### config.mk
export PLATFORM = sky130hd
export DESIGN_NAME = pnfcs_ctrl
export DESIGN_NICKNAME = d
export VERILOG_FILES = /design/src/hdl/pnfcs_pkg.sv /design/src/hdl/pnfcs_seq_rom.sv /design/src/hdl/pnfcs_ctrl.sv
export SDC_FILE = /design/constraint.sdc
export NUM_CORES = 1
export LEC_CHECK = 0
export ABC_AREA = 1
export ABC_CLOCK_PERIOD_IN_PS = 2700
export BUFFER_PORTS_ARGS = -buffer_cell sky130_fd_sc_hd__buf_2
export CORE_MARGIN = 2
export CORE_UTILIZATION = 40
export CTS_CLUSTER_DIAMETER = 60
export DETAILED_ROUTE_END_ITERATION = 8
export HOLD_SLACK_MARGIN = 0.1
export PLACE_DENSITY = 0.67
export RECOVER_POWER = 50
export SLEW_MARGIN = 20
export SYNTH_ARGS = -nofsm -noshare
export SYNTH_HDL_FRONTEND = slang
export SYNTH_SLANG_ARGS = --single-unit
export TNS_END_PERCENT = 10
### constraint.sdc
create_clock -name CLK_I -period 2.7 [get_ports CLK_I]
set_input_delay 0.81 -clock CLK_I [delete_from_list [all_inputs] [get_ports CLK_I]]
set_output_delay 0.81 -clock CLK_I [all_outputs]
set_load 0.005 [all_outputs]
### src/hdl/pnfcs_pkg.sv
// Package for the parallel NOR flash command sequencer host controller
package pnfcs_pkg;
  localparam int unsigned CLK_PERIOD_NS   = 25;
  localparam int unsigned ADDR_W          = 16;
  localparam int unsigned DATA_W          = 16;
  // Strobe widths kept well above the device noise filter
  localparam int unsigned GLITCH_NS       = 15;
  localparam int unsigned STROBE_NS       = 50;
  localparam int unsigned STROBE_CYC      = (STROBE_NS + CLK_PERIOD_NS - 1) / CLK_PERIOD_NS;
  localparam int unsigned SETUP_CYC       = 1;
  localparam int unsigned READ_CYC        = 3;
  localparam int unsigned POLL_LIMIT      = 1000000;
  localparam logic [15:0] ADR_UNLK1       = 16'h5555;
  localparam logic [15:0] ADR_UNLK2       = 16'h2AAA;
  localparam logic [15:0] ADR_LOCK_STAT   = 16'h0002;
  localparam logic [15:0] BOOT_LAST       = 16'h1FFF;
  localparam logic [15:0] ERASED_WORD     = 16'hFFFF;
  localparam logic [7:0]  CD_UNLK1        = 8'hAA;
  localparam logic [7:0]  CD_UNLK2        = 8'h55;
  localparam logic [7:0]  CD_PROG         = 8'hA0;
  localparam logic [7:0]  CD_ID_ENTRY     = 8'h90;
  localparam logic [7:0]  CD_ERASE_PRE    = 8'h80;
  localparam logic [7:0]  CD_CHIP         = 8'h10;
  localparam logic [7:0]  CD_MAIN         = 8'h30;
  localparam logic [7:0]  CD_LOCK         = 8'h40;
  localparam logic [7:0]  CD_ID_EXIT      = 8'hF0;
  localparam int unsigned POLL_BIT        = 7;
  localparam int unsigned TOGGLE_BIT      = 6;
  localparam int unsigned LOCK_BIT        = 0;
  localparam int unsigned SEQ_MAX         = 6;

  typedef enum logic [2:0] {
    PNF_READ     = 3'h0,
    PNF_PROGRAM  = 3'h1,
    PNF_CHIP_ER  = 3'h2,
    PNF_MAIN_ER  = 3'h3,
    PNF_LOCKOUT  = 3'h4,
    PNF_ID_ENTRY = 3'h5,
    PNF_ID_EXIT  = 3'h6,
    PNF_ID_EXIT1 = 3'h7
  } pnfcs_op_e;

  typedef enum logic [2:0] {
    ST_IDLE  = 3'b000,
    ST_SETUP = 3'b001,
    ST_STRB  = 3'b011,
    ST_HOLD  = 3'b010,
    ST_RDSET = 3'b110,
    ST_RDSMP = 3'b111,
    ST_DONE  = 3'b101
  } pnfcs_st_e;

  typedef struct packed {
    pnfcs_op_e          op;
    logic [ADDR_W-1:0]  addr;
    logic [DATA_W-1:0]  data;
  } pnfcs_req_s;

  typedef struct packed {
    logic               ce_n;
    logic               oe_n;
    logic               we_n;
    logic               d_oe;
    logic [ADDR_W-1:0]  a;
    logic [DATA_W-1:0]  dq;
  } pnfcs_pins_s;
endpackage : pnfcs_pkg

### src/hdl/pnfcs_seq_rom.sv
// Command sequence table: address and code for each bus cycle of each operation
`timescale 1ns/1ps
module pnfcs_seq_rom
  import pnfcs_pkg::*;
(
  input  wire logic        CLK_I,
  input  wire logic        CE_I,
  input  wire pnfcs_op_e   OP_I,
  input  wire logic [2:0]  IDX_I,
  output logic [2:0]       LEN_O,
  output logic [15:0]      ADDR_O,
  output logic [7:0]       CODE_O,
  output logic             USER_O
);
  logic [2:0]  len_c;
  logic [15:0] addr_c;
  logic [7:0]  code_c;
  logic        user_c;
  logic [7:0]  last_c;

  always_comb begin
    len_c  = 3'h6;
    last_c = CD_CHIP;
    case (OP_I)
      PNF_PROGRAM:  begin len_c = 3'h4; last_c = CD_PROG;     end
      PNF_CHIP_ER:  begin len_c = 3'h6; last_c = CD_CHIP;     end
      PNF_MAIN_ER:  begin len_c = 3'h6; last_c = CD_MAIN;     end
      PNF_LOCKOUT:  begin len_c = 3'h6; last_c = CD_LOCK;     end
      PNF_ID_ENTRY: begin len_c = 3'h3; last_c = CD_ID_ENTRY; end
      PNF_ID_EXIT:  begin len_c = 3'h3; last_c = CD_ID_EXIT;  end
      PNF_ID_EXIT1: begin len_c = 3'h1; last_c = CD_ID_EXIT;  end
      default:      begin len_c = 3'h0; last_c = CD_ID_EXIT;  end
    endcase
    user_c = 1'b0;
    addr_c = ADR_UNLK1;
    code_c = CD_UNLK1;
    case (IDX_I)
      3'h0: begin addr_c = ADR_UNLK1; code_c = CD_UNLK1; end
      3'h1: begin addr_c = ADR_UNLK2; code_c = CD_UNLK2; end
      3'h2: begin addr_c = ADR_UNLK1; code_c = (len_c == 3'h6) ? CD_ERASE_PRE : last_c; end
      3'h3: begin addr_c = ADR_UNLK1; code_c = CD_UNLK1; user_c = (OP_I == PNF_PROGRAM); end
      3'h4: begin addr_c = ADR_UNLK2; code_c = CD_UNLK2; end
      default: begin addr_c = ADR_UNLK1; code_c = last_c; end
    endcase
    // single-cycle exit op for the user
    // Single-cycle exit may use any address; the user address is sent
    if (OP_I == PNF_ID_EXIT1) begin
      user_c = 1'b1;
      code_c = CD_ID_EXIT;
    end
  end

  always_ff @(posedge CLK_I) begin
    if (CE_I) begin
      LEN_O  <= len_c;
      ADDR_O <= addr_c;
      CODE_O <= code_c;
      USER_O <= user_c;
    end
  end
endmodule : pnfcs_seq_rom

### src/hdl/pnfcs_ctrl.sv
// Host controller driving a parallel NOR flash through its strobe pins
//
// Contract
// - Main erase is six writes ending with 30 at 5555.
// - Lockout is enabled by a six-write sequence.
// - Host issues identification exit after reading codes.
// - Host polls for completion, then may start next access.
// - Only low data byte carries codes; upper byte zero; A15 ignored.
// - Sequences start with unlock writes AA at 5555, 55 at 2AAA; the single-cycle exit PNF_ID_EXIT1 sends only F0 at the user address.
`timescale 1ns/1ps
module pnfcs_ctrl
  import pnfcs_pkg::*;
#(
  parameter int unsigned POLL_MAX = POLL_LIMIT
)(
  input  wire logic               CLK_I,
  input  wire logic               SRST_I,
  input  wire logic               CE_I,
  input  wire logic               REQ_VALID_I,
  input  wire pnfcs_req_s         REQ_I,
  output logic                    REQ_READY_O,
  output logic                    DONE_O,
  output logic [DATA_W-1:0]       RDATA_O,
  output logic                    TIMEOUT_O,
  output logic                    FLASH_CE_N_O,
  output logic                    FLASH_OE_N_O,
  output logic                    FLASH_WE_N_O,
  output logic [ADDR_W-1:0]       FLASH_A_O,
  output logic [DATA_W-1:0]       FLASH_DQ_O,
  output logic                    FLASH_DQ_OE_O,
  input  wire logic [DATA_W-1:0]  FLASH_DQ_I
);
  typedef struct packed {
    pnfcs_st_e          st;
    pnfcs_req_s         req;
    logic [2:0]         idx;
    logic [2:0]         cnt;
    logic               polling;
    logic               have_prev;
    logic [DATA_W-1:0]  prev;
    logic [19:0]        pwait;
    logic               done;
    logic               tout;
    logic [DATA_W-1:0]  rdata;
    pnfcs_pins_s        pins;
  } pnfcs_state_s;

  pnfcs_state_s s_ff;
  pnfcs_state_s nxt_s;
  logic [2:0]   rom_len;
  logic [15:0]  rom_addr;
  logic [7:0]   rom_code;
  logic         rom_user;

  pnfcs_seq_rom u_rom (
    .CLK_I  (CLK_I),
    .CE_I   (CE_I),
    .OP_I   (nxt_s.req.op),
    .IDX_I  (nxt_s.idx),
    .LEN_O  (rom_len),
    .ADDR_O (rom_addr),
    .CODE_O (rom_code),
    .USER_O (rom_user)
  );

  function automatic logic is_write_op(input pnfcs_op_e op);
    is_write_op = (op != PNF_READ);
  endfunction : is_write_op

  function automatic logic needs_poll(input pnfcs_op_e op);
    needs_poll = (op == PNF_PROGRAM) || (op == PNF_CHIP_ER) ||
                 (op == PNF_MAIN_ER) || (op == PNF_LOCKOUT);
  endfunction : needs_poll

  localparam pnfcs_pins_s PINS_IDLE = '{ce_n: 1'b1, oe_n: 1'b1, we_n: 1'b1,
                                        d_oe: 1'b0, a: '0, dq: '0};

  always_comb begin
    nxt_s = s_ff;
    nxt_s.done = 1'b0;
    case (s_ff.st)
      ST_IDLE: begin
        nxt_s.pins = PINS_IDLE;
        if (REQ_VALID_I) begin
          nxt_s.req       = REQ_I;
          nxt_s.idx       = 3'h0;
          nxt_s.cnt       = 3'h0;
          nxt_s.polling   = 1'b0;
          nxt_s.have_prev = 1'b0;
          nxt_s.pwait     = '0;
          nxt_s.tout      = 1'b0;
          nxt_s.st        = is_write_op(REQ_I.op) ? ST_SETUP : ST_RDSET;
        end
      end
      ST_SETUP: begin
        nxt_s.pins.ce_n = 1'b1;
        nxt_s.pins.oe_n = 1'b1;
        nxt_s.pins.we_n = 1'b1;
        nxt_s.pins.d_oe = 1'b1;
        nxt_s.pins.a    = rom_user ? s_ff.req.addr : rom_addr;
        nxt_s.pins.dq   = (rom_user && s_ff.req.op == PNF_PROGRAM) ? s_ff.req.data
                                                                 : {8'h00, rom_code};
        nxt_s.cnt       = 3'h0;
        nxt_s.st        = ST_STRB;
      end
      ST_STRB: begin
        // output drive high, both strobes low
        // strobe held well beyond noise threshold
        nxt_s.pins.ce_n = 1'b0;
        nxt_s.pins.we_n = 1'b0;
        nxt_s.cnt       = s_ff.cnt + 3'h1;
        if (s_ff.cnt == 3'(STROBE_CYC - 1)) begin
          nxt_s.st = ST_HOLD;
        end
      end
      ST_HOLD: begin
        nxt_s.pins.ce_n = 1'b1;
        nxt_s.pins.we_n = 1'b1;
        nxt_s.idx       = s_ff.idx + 3'h1;
        // all cycles of the sequence are sent
        if (s_ff.idx + 3'h1 >= rom_len) begin
          // Data stays driven past the rising strobe; read setup or idle releases it
          // poll status after the final strobe
          if (needs_poll(s_ff.req.op)) begin
            nxt_s.polling = 1'b1;
            nxt_s.st      = ST_RDSET;
          end else begin
            nxt_s.st = ST_DONE;
          end
        end else begin
          nxt_s.st = ST_SETUP;
        end
      end
      ST_RDSET: begin
        nxt_s.pins.d_oe = 1'b0;
        nxt_s.pins.we_n = 1'b1;
        nxt_s.pins.ce_n = 1'b0;
        nxt_s.pins.oe_n = 1'b0;
        nxt_s.pins.a    = s_ff.req.addr;
        nxt_s.cnt       = 3'h0;
        nxt_s.st        = ST_RDSMP;
      end
      ST_RDSMP: begin
        nxt_s.cnt = s_ff.cnt + 3'h1;
        if (s_ff.cnt == 3'(READ_CYC - 1)) begin
          nxt_s.pins.ce_n = 1'b1;
          nxt_s.pins.oe_n = 1'b1;
          nxt_s.rdata     = FLASH_DQ_I;
          nxt_s.prev      = FLASH_DQ_I;
          nxt_s.have_prev = 1'b1;
          nxt_s.st        = ST_DONE;
          if (s_ff.polling) begin
            nxt_s.pwait = s_ff.pwait + 20'h1;
            // toggle bit still moving means busy
            if (s_ff.have_prev &&
                FLASH_DQ_I[TOGGLE_BIT] != s_ff.prev[TOGGLE_BIT]) begin
              nxt_s.st = ST_RDSET;
            end
            // programming busy while bit 7 inverted
            if (s_ff.req.op == PNF_PROGRAM &&
                FLASH_DQ_I[POLL_BIT] != s_ff.req.data[POLL_BIT]) begin
              nxt_s.st = ST_RDSET;
            end
            if (!s_ff.have_prev) begin
              nxt_s.st = ST_RDSET;
            end
            if (s_ff.pwait == 20'(POLL_MAX - 1)) begin
              nxt_s.tout = 1'b1;
              nxt_s.st   = ST_DONE;
            end
          end
        end
      end
      ST_DONE: begin
        nxt_s.pins = PINS_IDLE;
        nxt_s.done = 1'b1;
        nxt_s.st   = ST_IDLE;
      end
      default: begin
        nxt_s.st   = ST_IDLE;
        nxt_s.pins = PINS_IDLE;
      end
    endcase
  end

  always_ff @(posedge CLK_I) begin
    if (SRST_I) begin
      s_ff      <= '0;
      s_ff.st   <= ST_IDLE;
      s_ff.pins <= PINS_IDLE;
    end else if (CE_I) begin
      s_ff <= nxt_s;
    end
  end

  assign REQ_READY_O   = (s_ff.st == ST_IDLE);
  assign DONE_O        = s_ff.done;
  assign RDATA_O       = s_ff.rdata;
  assign TIMEOUT_O     = s_ff.tout;
  assign FLASH_CE_N_O  = s_ff.pins.ce_n;
  assign FLASH_OE_N_O  = s_ff.pins.oe_n;
  assign FLASH_WE_N_O  = s_ff.pins.we_n;
  assign FLASH_A_O     = s_ff.pins.a;
  assign FLASH_DQ_O    = s_ff.pins.dq;
  assign FLASH_DQ_OE_O = s_ff.pins.d_oe;

  //////////////////////////////////////////////////////////////////////////////
  a_wr_no_oe: assert property (@(posedge CLK_I) disable iff (SRST_I)
    !FLASH_WE_N_O |-> FLASH_OE_N_O)
    else $error("write strobe low while output drive low");
  a_rd_bus_free: assert property (@(posedge CLK_I) disable iff (SRST_I)
    !FLASH_OE_N_O |-> !FLASH_DQ_OE_O)
    else $error("data driven during read");
  a_rd_strobes: assert property (@(posedge CLK_I) disable iff (SRST_I)
    !FLASH_OE_N_O |-> !FLASH_CE_N_O && FLASH_WE_N_O)
    else $error("read strobes wrong");
  a_we_width: assert property (@(posedge CLK_I) disable iff (SRST_I)
    CE_I && $fell(FLASH_WE_N_O) |-> !FLASH_WE_N_O [*2])
    else $error("write strobe pulse too short");
  a_data_hold: assert property (@(posedge CLK_I) disable iff (SRST_I)
    CE_I && $rose(FLASH_WE_N_O) |-> FLASH_DQ_OE_O && $stable(FLASH_DQ_O))
    else $error("data not held past strobe rise");
  a_addr_stable: assert property (@(posedge CLK_I) disable iff (SRST_I)
    CE_I && !FLASH_WE_N_O && $past(!FLASH_WE_N_O) |-> $stable(FLASH_A_O))
    else $error("address moved during strobe");
  a_code_upper: assert property (@(posedge CLK_I) disable iff (SRST_I)
    !FLASH_WE_N_O && !(s_ff.req.op == PNF_PROGRAM && s_ff.idx == 3'h3)
    |-> FLASH_DQ_O[15:8] == 8'h00)
    else $error("upper byte not zero in command");
  a_unlock_first: assert property (@(posedge CLK_I) disable iff (SRST_I)
    !FLASH_WE_N_O && s_ff.idx == 3'h0 && s_ff.req.op != PNF_ID_EXIT1
    |-> FLASH_A_O == ADR_UNLK1 && FLASH_DQ_O[7:0] == CD_UNLK1)
    else $error("sequence not opened by unlock write");
  a_ready_idle: assert property (@(posedge CLK_I) disable iff (SRST_I)
    DONE_O |-> REQ_READY_O)
    else $error("not ready after completion");
  c_program: cover property (@(posedge CLK_I) DONE_O && s_ff.req.op == PNF_PROGRAM);
  c_main_erase: cover property (@(posedge CLK_I) DONE_O && s_ff.req.op == PNF_MAIN_ER);
  c_read: cover property (@(posedge CLK_I) DONE_O && s_ff.req.op == PNF_READ);
  c_id_exit: cover property (@(posedge CLK_I) DONE_O && s_ff.req.op == PNF_ID_EXIT1);
endmodule : pnfcs_ctrl

==> flow_metrics.py <==
metrics = {
    "cells_and_area": {
        "final_util_pct": 47.1,
        "antenna_cells": 0,
        "final_common_cell": "nor2_1",
        "fill_cells": 1512,
        "fin_nets": 962,
        "layout_common_cells": "150 x nor2_1, 138 x nand2_1, 120 x dfxtp_1",
        "drive_gt1_share_pct": 15.7,
        "design_area_um2": 7130,
        "syn_to_final_growth_pct": 15.2,
    },
    "global_routing": {
        "grt_pass1_vias": 5038,
        "grt-ovfl-total": 0,
        "grt_use_met3_pct": 4.12,
        "grt_pass1_wl_um": 24500,
        "antenna_found_initial": 0,
        "grt_max_degree": 70,
        "gr-usage-all-layers_pct": 18.9,
        "met1_usage_pct": 24.1,
        "globalRouteMet2Util_pct": 31.4,
        "busiest_layer": "met2",
    },
    "sta": {
        "slew_headroom_pct": 28.7,
        "fmax_mhz": 434,
        "rsz0062_at_grt": "false",
        "setup_viol": 0,
        "finalCritPeriodShare_pct": 85.4,
        "setup_ws_ns": 0.395,
        "finalSetupTns_ns": 0,
        "period_needed_ns": 2.31,
        "holdWs_ns": 0.451,
        "worst_pin_slew_ns": 1.06,
        "hold_viol_final": 0,
        "finClkSkew_ns": 0.00822,
        "finalMaxSlewViolations": 0,
    },
    "power_and_ir_drop": {
        "leakage_nw": 3.01,
        "p_per_area_nw_per_um2": 707,
        "ir_drop_mv": 0.510,
    },
    "setup_path": {
        "crit_required_ns": 2.99,
        "end_kind": "flop",
        "worstPathArrival_ns": 2.60,
        "cp-start-kind": "primary input",
        "path_class": "primary input to flop",
        "path_max_fanout": 16,
        "worst_r2r_path_depth": 8,
    },
    "drt": {
        "wirelength_um": 15100,
        "drtIter0Drc": 356,
        "routed_via_density": 4.95,
        "drc_errors": 0,
        "num_vias": 5441,
        "ant_nets": 0,
        "dr.pass1.iters": 7,
        "wl_per_cell_um": 13.8,
    },
    "yosys": {
        "synth_edf_count": 12,
        "synth_top_area_share_pct": 38.8,
        "synthCells": 834,
        "ys_types": 43,
        "async_flop_share_pct": 0,
        "ys_warn_count": 0,
        "syn_nets": 897,
        "yosysSeqAreaShare_pct": 44.6,
        "ys_ff_latch": 132,
        "yosys-top-cells-area": "dfxtp_1 39%, nor2_1 9.0%, nand2_1 8.2%",
        "ys.flop_type": "dfxtp_1",
        "syn-cell-area_um2": 6190,
        "synth.largest_area_cell": "dfxtp_1",
        "avgSynthCellArea_um2": 7.42,
    },
    "placement": {
        "port_buffers": 109,
        "hpwl_um": 10800,
        "dp_slack_ns": 0.294,
        "globalplace.congestion": 0.894,
        "place_area_um2": 6590,
    },
    "floorplan": {
        "placement_rows": 45,
        "initial_core_util_pct": 40.9,
        "die_h_um": 128,
        "ios": 110,
        "die-area_um2": 16500,
        "die_width_um": 128,
        "core_um2": 15100,
    },
    "clocking": {
        "holdBufCountCts": 0,
        "ctsResizeCount": 0,
        "cts_tree": "built",
        "cts_buffers": 17,
        "cts.clk_slew.worst_paths_ns": 0.05,
        "clockRootBuffer": "clkbuf_16",
        "clock_path_buffers": 2,
        "post_cts_buffers": 0,
        "htreeDepth": 4,
        "clock_sinks": 132,
        "clock_latency_ns": 0.41,
    },
    "outcome": {
        "status": "complete, no violations",
    },
    "hold_path": {
        "min_path_type": "flop to flop",
        "min_path_cells": 2,
    },
    "job": {
        "maxCapViolCount": 0,
    },
}
where the power goes:
group	switching, mW	internal [mW]	total (mW)
logic	0.321	0.161	0.482
clock network	0.908	1.52	2.43
registers	0.0483	2.08	2.13
per-stage QoR:
stage / cells / power (mW)
after floorplan: 834 / 2.50
after global placement: 1068 / 2.65
after detailed placement: 1068 / 2.66
after CTS: 1100 / 5.09
after global routing: 1100 / 5.23
final: 1100 / 5.04
per-layer routing:
metal	wire [um]	vias to the layer above
met3	626	12
met5	0	-
li1	-	2815
met4	248	0
met2	7110	142
met1	7140	2472
kinds of logic after synthesis:
group	count (synthesis)	synth area share [%]
and+or+nand+nor	346	23.4
AOI/OAI and AO/OA	195	17.1
buffers and inverters	147	12.4
DFF	132	44.6
adders and majority gates	8	1.62
xor gates and xnor gates	6	0.849
state kept, by name, summed over array words and instances, names as in the netlist:
register / cells
FLASH_WE_N_O: 1
TIMEOUT_O: 1
DONE_O: 1
s_ff: 66
FLASH_DQ_OE_O: 1
FLASH_A_O: 16
u_rom.LEN_O: 3
u_rom.ADDR_O: 2
u_rom.USER_O: 1
FLASH_DQ_O: 16
RDATA_O: 16
u_rom.CODE_O: 6
FLASH_CE_N_O: 1
FLASH_OE_N_O: 1
synth_stat cells, types with 2 or more instances:
master / count
a21oi_1: 76
buf_2: 5
buf_4: 50
buf_6: 2
clkbuf_1: 17
dfxtp_1: 120
edfxtp_1: 12
ha_1: 8
inv_1: 62
inv_2: 7
nand2_1: 135
nand2_2: 4
nand3_1: 31
nand3b_1: 4
nand4_1: 4
nor2_1: 149
nor2_2: 8
nor2_4: 2
nor3_1: 4
o211ai_1: 7
o21ai_0: 96
o21ai_1: 3
o21ai_2: 3
o31ai_1: 2
xor2_1: 5
area by class of cell:
cell class	instances	area (um2)	area share [%]
clock buffer	20	458	6.42
clock inverter	12	164	2.30
inverter	72	278	3.90
multi-input combinational	555	2640	37.0
sequential	132	2760	38.8
tap	188	235	3.30
timing repair buffer	121	591	8.29
worst paths after layout:
check	startpoint	end	slack, ns
hold reg to reg	s_ff[98]	s_ff[98]	0.45
setup / recovery	CE_I	s_ff[98]	0.39
setup reg to reg	s_ff[134]	s_ff[71]	0.40
hold / removal	s_ff[98]	s_ff[98]	0.45
worst max-delay path: stages:
cell and delay [ns]:
clkbuf_1 0.34, clkinv_1 0.38, nor2_1 0.24, inv_1 0.28, buf_4 0.31, o21ai_0 0.17, a21oi_1 0.05
(Power assumes the default switching activity.)
